<file path="src/design/clm_link_map.svh">
// Register offsets, field positions, reset values and limits of the link monitor
`ifndef CLM_LINK_MAP_SVH
`define CLM_LINK_MAP_SVH

// Register byte offsets
`define CLM_ADR_CTRL 8'h00
`define CLM_ADR_ALARM 8'h04
`define CLM_ADR_ERR 8'h08
`define CLM_ADR_ERR_CMD 8'h0c
`define CLM_ADR_FREQ 8'h10
`define CLM_ADR_STATUS 8'h14
`define CLM_ADR_CPRI_RX 8'h18
`define CLM_ADR_CPRI_TX 8'h1c
`define CLM_ADR_CORR 8'h20
`define CLM_ADR_UNCORR 8'h24
`define CLM_ADR_SYMERR 8'h28

// Control register bits
`define CLM_CTRL_FEC_EN 0
`define CLM_CTRL_STARTUP_EN 1
`define CLM_CTRL_RATE_6G 2
`define CLM_CTRL_LINE_8B10B 3

// Alarm insertion register fields
`define CLM_ALARM_SEL_LSB 0
`define CLM_ALARM_PERM 4

// Error insertion register fields
`define CLM_ERR_TYPE_LSB 0
`define CLM_ERR_MODE_LSB 4
`define CLM_ERR_BURST_LSB 8

// Error command register bit
`define CLM_ERR_CMD_INSERT 0

// Status register fields
`define CLM_ST_REMOTE_LSB 0
`define CLM_ST_LOS 5
`define CLM_ST_ALIGN_LOSS 6
`define CLM_ST_TX_LSB 8
`define CLM_ST_RX_LSB 12

// Error mode codes: off, manual, then ratios 1E-04 down to 1E-10
`define CLM_MODE_OFF 4'h0
`define CLM_MODE_MANUAL 4'h1
`define CLM_MODE_R4 4'h2
`define CLM_MODE_R10 4'h8

// Insertion period in words for ratios 1E-04 down to 1E-10
`define CLM_PERIOD_R4 34'h0_0000_2710
`define CLM_PERIOD_R5 34'h0_0001_86a0
`define CLM_PERIOD_R6 34'h0_000f_4240
`define CLM_PERIOD_R7 34'h0_0098_9680
`define CLM_PERIOD_R8 34'h0_05f5_e100
`define CLM_PERIOD_R9 34'h0_3b9a_ca00
`define CLM_PERIOD_R10 34'h2_540b_e400

// Reset values
`define CLM_RST_CTRL 4'h0
`define CLM_RST_BURST 16'h0001
`define CLM_RST_FREQ 16'h0000

// Code violations per hyperframe that mean loss of signal
`define CLM_LOS_CV_LIMIT 5'h10

`endif

</file>
<file path="src/design/clm_link_pkg.sv">
// Types shared by the link monitor and its surroundings
package clm_link_pkg;

  // Transmit link states
  typedef enum logic [2:0] {
    CLM_TX_OFF = 3'b000,
    CLM_TX_IDLE = 3'b001,
    CLM_TX_IDLE_REQ = 3'b010,
    CLM_TX_IDLE_ACK = 3'b011,
    CLM_TX_FRAME = 3'b100
  } clm_tx_state_type;

  // Receive link states
  typedef enum logic [2:0] {
    CLM_RX_UNSYNC = 3'b000,
    CLM_RX_WAIT_SEED = 3'b001,
    CLM_RX_WAIT_ACK = 3'b010,
    CLM_RX_WAIT_IDLES = 3'b011,
    CLM_RX_WAIT_FSYNC = 3'b100,
    CLM_RX_FRAME_SYNC = 3'b101
  } clm_rx_state_type;

  // Link parameters of one direction
  typedef struct packed {
    logic [7:0] version;
    logic [2:0] hdlc_rate;
    logic [5:0] pointer;
    logic [2:0] link_state;
    logic port_role;
  } clm_cpri_par_type;

  // One-cycle events and levels from the receive datapath
  typedef struct packed {
    logic hf_start;
    logic code_viol;
    logic z130_valid;
    logic [4:0] z130_bits;
    logic fec_align_lost;
    logic fec_corr;
    logic fec_uncorr;
    logic fec_sym_err;
    logic tx_enable;
    logic sync_ok;
    logic seed_seen;
    logic ack_seen;
    logic idles_seen;
    logic frame_sync;
    logic sync_lost;
  } clm_link_in_type;

endpackage

</file>
<file path="src/design/clm_link_monitor.sv">
// Link status monitor and stimulus inserter for a serial radio link test port
//
// Operation
// - Remote indicator follows received inband bit value
// - Separate LOS, LOF, RAI, SDI, reset indications
// - FEC enabled: align loss and three counters
// - Transmit states; idle split only at 6144.0
// - Receive states; seed and ack only 6144.0
// - Report link parameters; state, role need start-up
// - Alarm insertion off or permanent
// - Manual mode inserts burst per command
// - Rate mode 1E-04 to 1E-10, off stops
// - Signed ppm offset applied to transmit rate
// - Sixteen code violations per hyperframe mean LOS
//
// Added by the designer: strobed register access and the placing of the registers.
`timescale 1ns/100ps
`include "clm_link_map.svh"

module clm_link_monitor
  import clm_link_pkg::*;
#(
  parameter int CNT_W = 32,
  parameter int BURST_W = 16
) (
  // Clock and reset
  input wire logic sys_clk,
  input wire logic reset_n,
  // Register port
  input wire logic [7:0] reg_addr,
  input wire logic [31:0] reg_wdata,
  input wire logic reg_wr,
  input wire logic reg_rd,
  output logic [31:0] reg_rdata,
  // Receive datapath, same clock
  input wire clm_link_in_type link_in,
  input wire clm_cpri_par_type cpri_rx_par,
  input wire clm_cpri_par_type cpri_tx_par,
  // Transmit stimulus
  output logic [4:0] tx_alarm,
  output logic tx_err_strobe,
  output logic [2:0] tx_err_type,
  output logic [15:0] tx_freq_ofs_ppm,
  // Status
  output logic [4:0] remote_ind,
  output logic link_los,
  output logic fec_frame_align_loss,
  output clm_tx_state_type obsai_tx_state,
  output clm_rx_state_type obsai_rx_state
);

  // Refuse widths the registers cannot hold
  if (CNT_W < 8 || CNT_W > 32 || BURST_W < 1 || BURST_W > 16) begin : g_bad_width
    $error("clm_link_monitor: unsupported counter or burst width");
  end

  // Whole state of the block
  typedef struct packed {
    logic fec_en;
    logic startup_en;
    logic rate_6g;
    logic line_8b10b;
    logic [2:0] alarm_sel;
    logic alarm_perm;
    logic [2:0] err_type;
    logic [3:0] err_mode;
    logic [BURST_W-1:0] burst_len;
    logic [15:0] freq_ofs;
    logic [4:0] remote;
    logic los;
    logic align_loss;
    logic [4:0] cv_cnt;
    logic [CNT_W-1:0] corr_cnt;
    logic [CNT_W-1:0] uncorr_cnt;
    logic [CNT_W-1:0] sym_cnt;
    logic [BURST_W-1:0] burst_left;
    logic [33:0] rate_cnt;
    clm_tx_state_type tx_st;
    clm_rx_state_type rx_st;
    logic err_strobe;
    logic [4:0] alarm_out;
    logic [31:0] rdata;
  } clm_state_type;

  clm_state_type state;
  clm_state_type next_state;

  // Insertion period in words for each ratio code
  function automatic logic [33:0] clm_rate_period(input logic [3:0] mode);
    logic [33:0] p;
    p = 34'h0;
    case (mode)
      4'h2: p = `CLM_PERIOD_R4;
      4'h3: p = `CLM_PERIOD_R5;
      4'h4: p = `CLM_PERIOD_R6;
      4'h5: p = `CLM_PERIOD_R7;
      4'h6: p = `CLM_PERIOD_R8;
      4'h7: p = `CLM_PERIOD_R9;
      4'h8: p = `CLM_PERIOD_R10;
      default: p = 34'h0;
    endcase
    return p;
  endfunction

  // Saturating event counter, shared by the three FEC counts
  function automatic logic [CNT_W-1:0] clm_count(input logic [CNT_W-1:0] c, input logic ev);
    logic [CNT_W-1:0] r;
    r = c;
    if (ev && (c != {CNT_W{1'b1}})) begin
      r = c + {{(CNT_W-1){1'b0}}, 1'b1};
    end
    return r;
  endfunction

  // Link parameters as one register word
  function automatic logic [31:0] clm_par_word(input clm_cpri_par_type p, input logic show_link);
    logic [31:0] w;
    w = 32'h0;
    w[7:0] = p.version;
    w[10:8] = p.hdlc_rate;
    w[17:12] = p.pointer;
    if (show_link) begin
      w[22:20] = p.link_state;
      w[24] = p.port_role;
    end
    return w;
  endfunction

  // Next-state logic
  always_comb begin
    logic insert_cmd;
    logic err_wr;
    logic [33:0] period;
    next_state = state;
    insert_cmd = 1'b0;
    err_wr = 1'b0;
    period = clm_rate_period(state.err_mode);
    next_state.err_strobe = 1'b0;
    next_state.rdata = 32'h0;

    // Register writes steer configuration
    if (reg_wr) begin
      case (reg_addr)
        `CLM_ADR_CTRL: begin
          next_state.fec_en = reg_wdata[`CLM_CTRL_FEC_EN];
          next_state.startup_en = reg_wdata[`CLM_CTRL_STARTUP_EN];
          next_state.rate_6g = reg_wdata[`CLM_CTRL_RATE_6G];
          next_state.line_8b10b = reg_wdata[`CLM_CTRL_LINE_8B10B];
        end
        `CLM_ADR_ALARM: begin
          next_state.alarm_sel = reg_wdata[`CLM_ALARM_SEL_LSB +: 3];
          next_state.alarm_perm = reg_wdata[`CLM_ALARM_PERM];
        end
        `CLM_ADR_ERR: begin
          next_state.err_type = reg_wdata[`CLM_ERR_TYPE_LSB +: 3];
          next_state.err_mode = reg_wdata[`CLM_ERR_MODE_LSB +: 4];
          next_state.burst_len = reg_wdata[`CLM_ERR_BURST_LSB +: BURST_W];
          // Any mode change abandons a burst or ratio in progress
          err_wr = 1'b1;
          next_state.burst_left = '0;
          next_state.rate_cnt = 34'h0;
        end
        `CLM_ADR_ERR_CMD: insert_cmd = reg_wdata[`CLM_ERR_CMD_INSERT];
        `CLM_ADR_FREQ: next_state.freq_ofs = reg_wdata[15:0];
        default: ;
      endcase
    end

    // Read data, valid the cycle after the strobe
    if (reg_rd) begin
      case (reg_addr)
        `CLM_ADR_CTRL: begin
          next_state.rdata[`CLM_CTRL_FEC_EN] = state.fec_en;
          next_state.rdata[`CLM_CTRL_STARTUP_EN] = state.startup_en;
          next_state.rdata[`CLM_CTRL_RATE_6G] = state.rate_6g;
          next_state.rdata[`CLM_CTRL_LINE_8B10B] = state.line_8b10b;
        end
        `CLM_ADR_ALARM: begin
          next_state.rdata[`CLM_ALARM_SEL_LSB +: 3] = state.alarm_sel;
          next_state.rdata[`CLM_ALARM_PERM] = state.alarm_perm;
        end
        `CLM_ADR_ERR: begin
          next_state.rdata[`CLM_ERR_TYPE_LSB +: 3] = state.err_type;
          next_state.rdata[`CLM_ERR_MODE_LSB +: 4] = state.err_mode;
          next_state.rdata[`CLM_ERR_BURST_LSB +: BURST_W] = state.burst_len;
        end
        `CLM_ADR_FREQ: next_state.rdata[15:0] = state.freq_ofs;
        `CLM_ADR_STATUS: begin
          next_state.rdata[`CLM_ST_REMOTE_LSB +: 5] = state.remote;
          next_state.rdata[`CLM_ST_LOS] = state.los;
          next_state.rdata[`CLM_ST_ALIGN_LOSS] = state.align_loss;
          next_state.rdata[`CLM_ST_TX_LSB +: 3] = state.tx_st;
          next_state.rdata[`CLM_ST_RX_LSB +: 3] = state.rx_st;
        end
        `CLM_ADR_CPRI_RX: next_state.rdata = clm_par_word(cpri_rx_par, state.startup_en);
        `CLM_ADR_CPRI_TX: next_state.rdata = clm_par_word(cpri_tx_par, state.startup_en);
        `CLM_ADR_CORR: next_state.rdata[CNT_W-1:0] = state.corr_cnt;
        `CLM_ADR_UNCORR: next_state.rdata[CNT_W-1:0] = state.uncorr_cnt;
        `CLM_ADR_SYMERR: next_state.rdata[CNT_W-1:0] = state.sym_cnt;
        default: next_state.rdata = 32'h0;
      endcase
    end

    if (link_in.z130_valid) begin
      next_state.remote = link_in.z130_bits;
    end

    if (!state.line_8b10b) begin
      next_state.cv_cnt = 5'h0;
      next_state.los = 1'b0;
    end else if (link_in.hf_start) begin
      // Count of the closing hyperframe decides, a violation on the boundary opens the next
      next_state.los = (state.cv_cnt >= `CLM_LOS_CV_LIMIT);
      next_state.cv_cnt = {4'h0, link_in.code_viol};
    end else if (link_in.code_viol && (state.cv_cnt != `CLM_LOS_CV_LIMIT)) begin
      next_state.cv_cnt = state.cv_cnt + 5'h1;
    end

    if (state.fec_en) begin
      next_state.align_loss = link_in.fec_align_lost;
      next_state.corr_cnt = clm_count(state.corr_cnt, link_in.fec_corr);
      next_state.uncorr_cnt = clm_count(state.uncorr_cnt, link_in.fec_uncorr);
      next_state.sym_cnt = clm_count(state.sym_cnt, link_in.fec_sym_err);
    end else begin
      next_state.align_loss = 1'b0;
      next_state.corr_cnt = '0;
      next_state.uncorr_cnt = '0;
      next_state.sym_cnt = '0;
    end

    if (link_in.sync_lost) begin
      next_state.rx_st = CLM_RX_UNSYNC;
    end else begin
      unique case (state.rx_st)
        CLM_RX_UNSYNC: begin
          if (link_in.sync_ok) begin
            next_state.rx_st = state.rate_6g ? CLM_RX_WAIT_SEED : CLM_RX_WAIT_IDLES;
          end
        end
        CLM_RX_WAIT_SEED: begin
          if (link_in.seed_seen) begin
            next_state.rx_st = CLM_RX_WAIT_ACK;
          end
        end
        CLM_RX_WAIT_ACK: begin
          if (link_in.ack_seen) begin
            next_state.rx_st = CLM_RX_WAIT_IDLES;
          end
        end
        CLM_RX_WAIT_IDLES: begin
          if (link_in.idles_seen) begin
            next_state.rx_st = CLM_RX_WAIT_FSYNC;
          end
        end
        CLM_RX_WAIT_FSYNC: begin
          if (link_in.frame_sync) begin
            next_state.rx_st = CLM_RX_FRAME_SYNC;
          end
        end
        CLM_RX_FRAME_SYNC: ;
        default: next_state.rx_st = CLM_RX_UNSYNC;
      endcase
    end

    if (!link_in.tx_enable) begin
      next_state.tx_st = CLM_TX_OFF;
    end else begin
      unique case (state.tx_st)
        CLM_TX_OFF: next_state.tx_st = state.rate_6g ? CLM_TX_IDLE_REQ : CLM_TX_IDLE;
        CLM_TX_IDLE: begin
          if (state.rx_st == CLM_RX_FRAME_SYNC) begin
            next_state.tx_st = CLM_TX_FRAME;
          end
        end
        CLM_TX_IDLE_REQ: begin
          if (link_in.ack_seen) begin
            next_state.tx_st = CLM_TX_IDLE_ACK;
          end
        end
        CLM_TX_IDLE_ACK: begin
          if (state.rx_st == CLM_RX_FRAME_SYNC) begin
            next_state.tx_st = CLM_TX_FRAME;
          end
        end
        CLM_TX_FRAME: begin
          // Losing receive sync drops the transmitter back to idle signalling
          if (state.rx_st != CLM_RX_FRAME_SYNC) begin
            next_state.tx_st = state.rate_6g ? CLM_TX_IDLE_REQ : CLM_TX_IDLE;
          end
        end
        default: next_state.tx_st = CLM_TX_OFF;
      endcase
    end

    next_state.alarm_out = 5'h0;
    if (state.alarm_perm && (state.alarm_sel < 3'h5)) begin
      next_state.alarm_out[state.alarm_sel] = 1'b1;
    end

    if ((state.err_mode == `CLM_MODE_MANUAL) && !err_wr) begin
      if (state.burst_left != '0) begin
        next_state.err_strobe = 1'b1;
        next_state.burst_left = state.burst_left - {{(BURST_W-1){1'b0}}, 1'b1};
      end
      // A command during a burst restarts it rather than queueing
      if (insert_cmd) begin
        next_state.burst_left = state.burst_len;
      end
    end

    if (!err_wr && (state.err_mode >= `CLM_MODE_R4) && (state.err_mode <= `CLM_MODE_R10)) begin
      if (state.rate_cnt >= period - 34'h1) begin
        next_state.rate_cnt = 34'h0;
        next_state.err_strobe = 1'b1;
      end else begin
        next_state.rate_cnt = state.rate_cnt + 34'h1;
      end
    end
  end

  // State register
  always_ff @(posedge sys_clk) begin
    if (!reset_n) begin
      state <= '{tx_st: CLM_TX_OFF, rx_st: CLM_RX_UNSYNC, err_mode: `CLM_MODE_OFF,
        burst_len: BURST_W'(`CLM_RST_BURST), freq_ofs: `CLM_RST_FREQ, default: '0};
    end else begin
      state <= next_state;
    end
  end

  // Outputs straight from the state register
  assign reg_rdata = state.rdata;
  assign tx_alarm = state.alarm_out;
  assign tx_err_strobe = state.err_strobe;
  assign tx_err_type = state.err_type;
  assign tx_freq_ofs_ppm = state.freq_ofs;
  assign remote_ind = state.remote;
  assign link_los = state.los;
  assign fec_frame_align_loss = state.align_loss;
  assign obsai_tx_state = state.tx_st;
  assign obsai_rx_state = state.rx_st;

endmodule

</file>
<file path="config.mk">
export PLATFORM = sky130hd
export DESIGN_NAME = clm_link_monitor
export DESIGN_NICKNAME = d
export VERILOG_FILES = /design/src/design/clm_link_pkg.sv /design/src/design/clm_link_monitor.sv
export VERILOG_INCLUDE_DIRS = /design/src /design/src/design
export SDC_FILE = /design/constraint.sdc
export NUM_CORES = 1
export LEC_CHECK = 0
export BUFFER_PORTS_ARGS = -buffer_cell sky130_fd_sc_hd__buf_2
export CORE_UTILIZATION = 40
export DETAILED_ROUTE_END_ITERATION = 16
export GPL_TIMING_DRIVEN = 0
export MAX_ROUTING_LAYER = met4
export PLACE_DENSITY = 0.62
export SYNTH_ARGS = -nofsm -noshare
export SYNTH_HDL_FRONTEND = slang
export SYNTH_SLANG_ARGS = --single-unit
</file>
<file path="constraint.sdc">
create_clock -name sys_clk -period 3.3 [get_ports sys_clk]
set_input_delay 0.33 -clock sys_clk [delete_from_list [all_inputs] [get_ports sys_clk]]
set_output_delay 0.33 -clock sys_clk [all_outputs]
set_load 0.005 [all_outputs]
</file>
==> results.cfg <==
[critical_path]
critical_path.startpoint_type = flop
cp_cell_sequence = buf_6, nor2b_4, nand2_2, ha_4, o21a_1, nand2b_4, a31oi_4, ha_4, nand3_4, nor4_4, a221o_1, nor4_4, buf_6, buf_8, nand4_1, mux2i_1
worstPathArrival_ns = 3.72
crit_family = simple AND/OR/NAND/NOR gates
slowest_stage = a221o_1
crit_type = reg2reg
end_kind = flop
worstPathMaxFanout = 6
cp_num_buf_inv = 3
required_ns = 3.80
slowest_delay_ns = 0.39

[sta]
tightest_slew_ns = 1.04
fin_skew_ns = 0.0122
hold_violations = 0
slew_headroom_pct = 30.5
final.period_utilization_pct = 97.6
max_clock_freq_mhz = 311
timing.final.crit_period_ns = 3.22
drv_slew = 0
rsz0062_at_grt = yes
setup_viol = 0

[clocking]
clock_sinks = 249
cts_buffers = 29
cts-root-buf = clkbuf_16
h-tree-depth = 1
cts_tree = done
max-clock-path-buffers = 3
path_clk_slew_ns = 0.06
clk_latency_ns = 0.57

[synth]
avgSynthCellArea_um2 = 8.02
yosys-top-cells-area = dfxtp_1 36%, nand2_1 6.3%, nor2_1 4.8%
synthesis.area_um2 = 13900
synth-edff-count = 0
dominantRegCellSynth = dfxtp_1
syn_nets = 1880
synth_top_area_share_pct = 35.8
ys_seq_elements = 249
ys_types = 86
synthCells = 1735
ys_seq_area_share_pct = 35.8
ys.warnings.count = 0
yosys.area.top_type = dfxtp_1
postSynth.asyncResetShare_pct = 0

[layout]
final-seq-area_um2 = 4990
drive_gt1_share_pct = 20.8
layout.cells.non_filler = 2433
area_growth_pct = 22.1
fin_area_um2 = 17000
final_util_pct = 50.1
multi_input_area_um2 = 8090
fillers = 3360
nNetsFinal = 2105

[floorplan]
die_y_um = 188
start_util_pct = 41.1
rows = 67
core-area_um2 = 33900
ios = 175
die_area_um2 = 35500
dieWidth_um = 188

[drt]
vias_per_cell = 5.78
drcViolationCount = 0
drtIter0Drc = 1503
vias = 14100
wl_per_cell_um = 20.3
drt-total-wl_um = 49300
first_pass_iters = 6
ant_nets = 0

[grt]
antenna_found_initial = 7
first_global_vias = 12900
grt_max_degree = 14
grt_pass1_wl_um = 74500
grt_overflow = 0
track_usage_pct = 27.7

[status]
status = finished clean

[placed_design]
post_dp_cell_area_um2 = 15300
dp.cells = 2344
io_buffers = 161
dp_hpwl_um = 37000
gp_congestion = 0.961

[run]
max-cap-violations = 0

[power]
power_leakage_nw = 6.45
powerDensity_nw_per_um2 = 400
ir_worst_vdd_mv = 0.445

[min_path]
hp-class = in2reg
layout by cell type (no fill, tap or decap), types with 14 or more instances in the layout:
cell	n
buf_4	88
a222oi_1	19
or3_1	16
inv_1	39
and3_1	31
buf_2	190
a21oi_1	111
nor4_1	19
a22o_1	14
dlygate4sd3_1	14
o211ai_1	15
xor2_1	48
nor3_1	30
and2_1	17
o21ai_0	50
a31oi_1	32
clkbuf_16	31
mux2i_1	18
nor2_1	175
xnor2_1	40
clkbuf_1	53
nand2b_1	15
dfxtp_1	245
nand2_1	230
ha_1	37
nand3_1	77
nand4_1	48
a22oi_1	43
layout make-up:
class | instances | share of cell area (%)
diodes | 7 | 0.103
plain buffers | 162 | 5.87
clock buffers | 40 | 4.87
clock inverters | 9 | 1.15
inverters | 40 | 0.885
multi-input cells | 1282 | 47.7
flip-flops and latches | 249 | 29.4
well taps | 448 | 3.30
repair buffers | 196 | 6.72
power by group:
group / switching [mW] / internal (mW) / leakage (nW)
clock network: 1.32 / 2.19 / 0.503
logic: 0.148 / 0.100 / 3.94
registers: 0.00805 / 3.01 / 2.01
stage by stage:
| stage | hold WS (ns) | TNS, ns | power [mW] | setup slack, ns |
|---|---|---|---|---|
| 2_1_floorplan | 0.443 | 0 | 3.18 | 0.0477 |
| 3_3_place_gp | 0.467 | -28.17 | 3.31 | -0.889 |
| 3_5_place_dp | 0.469 | -28.02 | 3.31 | -0.884 |
| 4_1_cts | 0.00536 | 0 | 6.82 | 0.00371 |
| 5_1_grt | 0.0142 | -0.984 | 6.97 | -0.0919 |
| 6_report | 0.0234 | 0 | 6.79 | 0.0799 |
Yosys cell counts (26+ instances only):
master / instances
a21oi_1: 112
a22oi_1: 43
a31oi_1: 34
and3_1: 31
buf_2: 26
buf_4: 69
clkbuf_1: 62
dfxtp_1: 249
ha_1: 40
inv_1: 39
nand2_1: 233
nand3_1: 80
nand4_1: 48
nor2_1: 178
nor3_1: 32
o21ai_0: 57
xnor2_1: 40
xor2_1: 48
sequential cells by signal (all words and copies together) (netlist names), 3 cells and up:
signal / cells
tx_alarm: 5
state: 179
tx_freq_ofs_ppm: 16
obsai_rx_state: 3
obsai_tx_state: 3
reg_rdata: 32
remote_ind: 5
tx_err_type: 3
logic make-up after synthesis:
family	after synthesis	synth area share, %
AND/OR/NAND/NOR	748	26.9
multiplexers	21	1.62
buffers and inverters	204	7.79
flip-flops	249	35.8
AO/OA/AOI/OAI	385	18.7
XOR/XNOR	88	5.54
adder cells (fa/ha/maj)	40	3.60
layer usage:
layer	track usage [%]	wire, µm	part of all wire (%)
met3	5.64	4450	9.0
met5	-	0	0
met1	37.7	21700	44
met4	8.65	1460	3.0
met2	40.9	21700	44
tightest hold or removal path, stage by stage:
cell and delay, ns:
buf_2 0.11, nand2_1 0.05, a21oi_1 0.05
path summary, 6_finish.rpt:
kind / startpoint / to / slack (ns) / cells past startpoint
worst min-delay path: reg_wdata[11] / state[221] / 0.02 / 3
worst min register to register: tx_freq_ofs_ppm[3] / tx_freq_ofs_ppm[3] / 0.48 / 2
worst max register to register: state[236] / state[59] / 0.08 / 16
worst max-delay path: state[236] / state[59] / 0.08 / 16
what timing repair did:
item / 4_1_cts / 5_1_grt
hold endpoints to repair: 15 / 0
pin swaps: 8 / 16
gates resized for setup: 46 / 49
hold buffers: 14 / 0
buffers inserted: 5 / 12
gates cloned: 1 / 3
endpoints found under the setup margin: 35 / 35
Power figures use the tool's default switching activity.
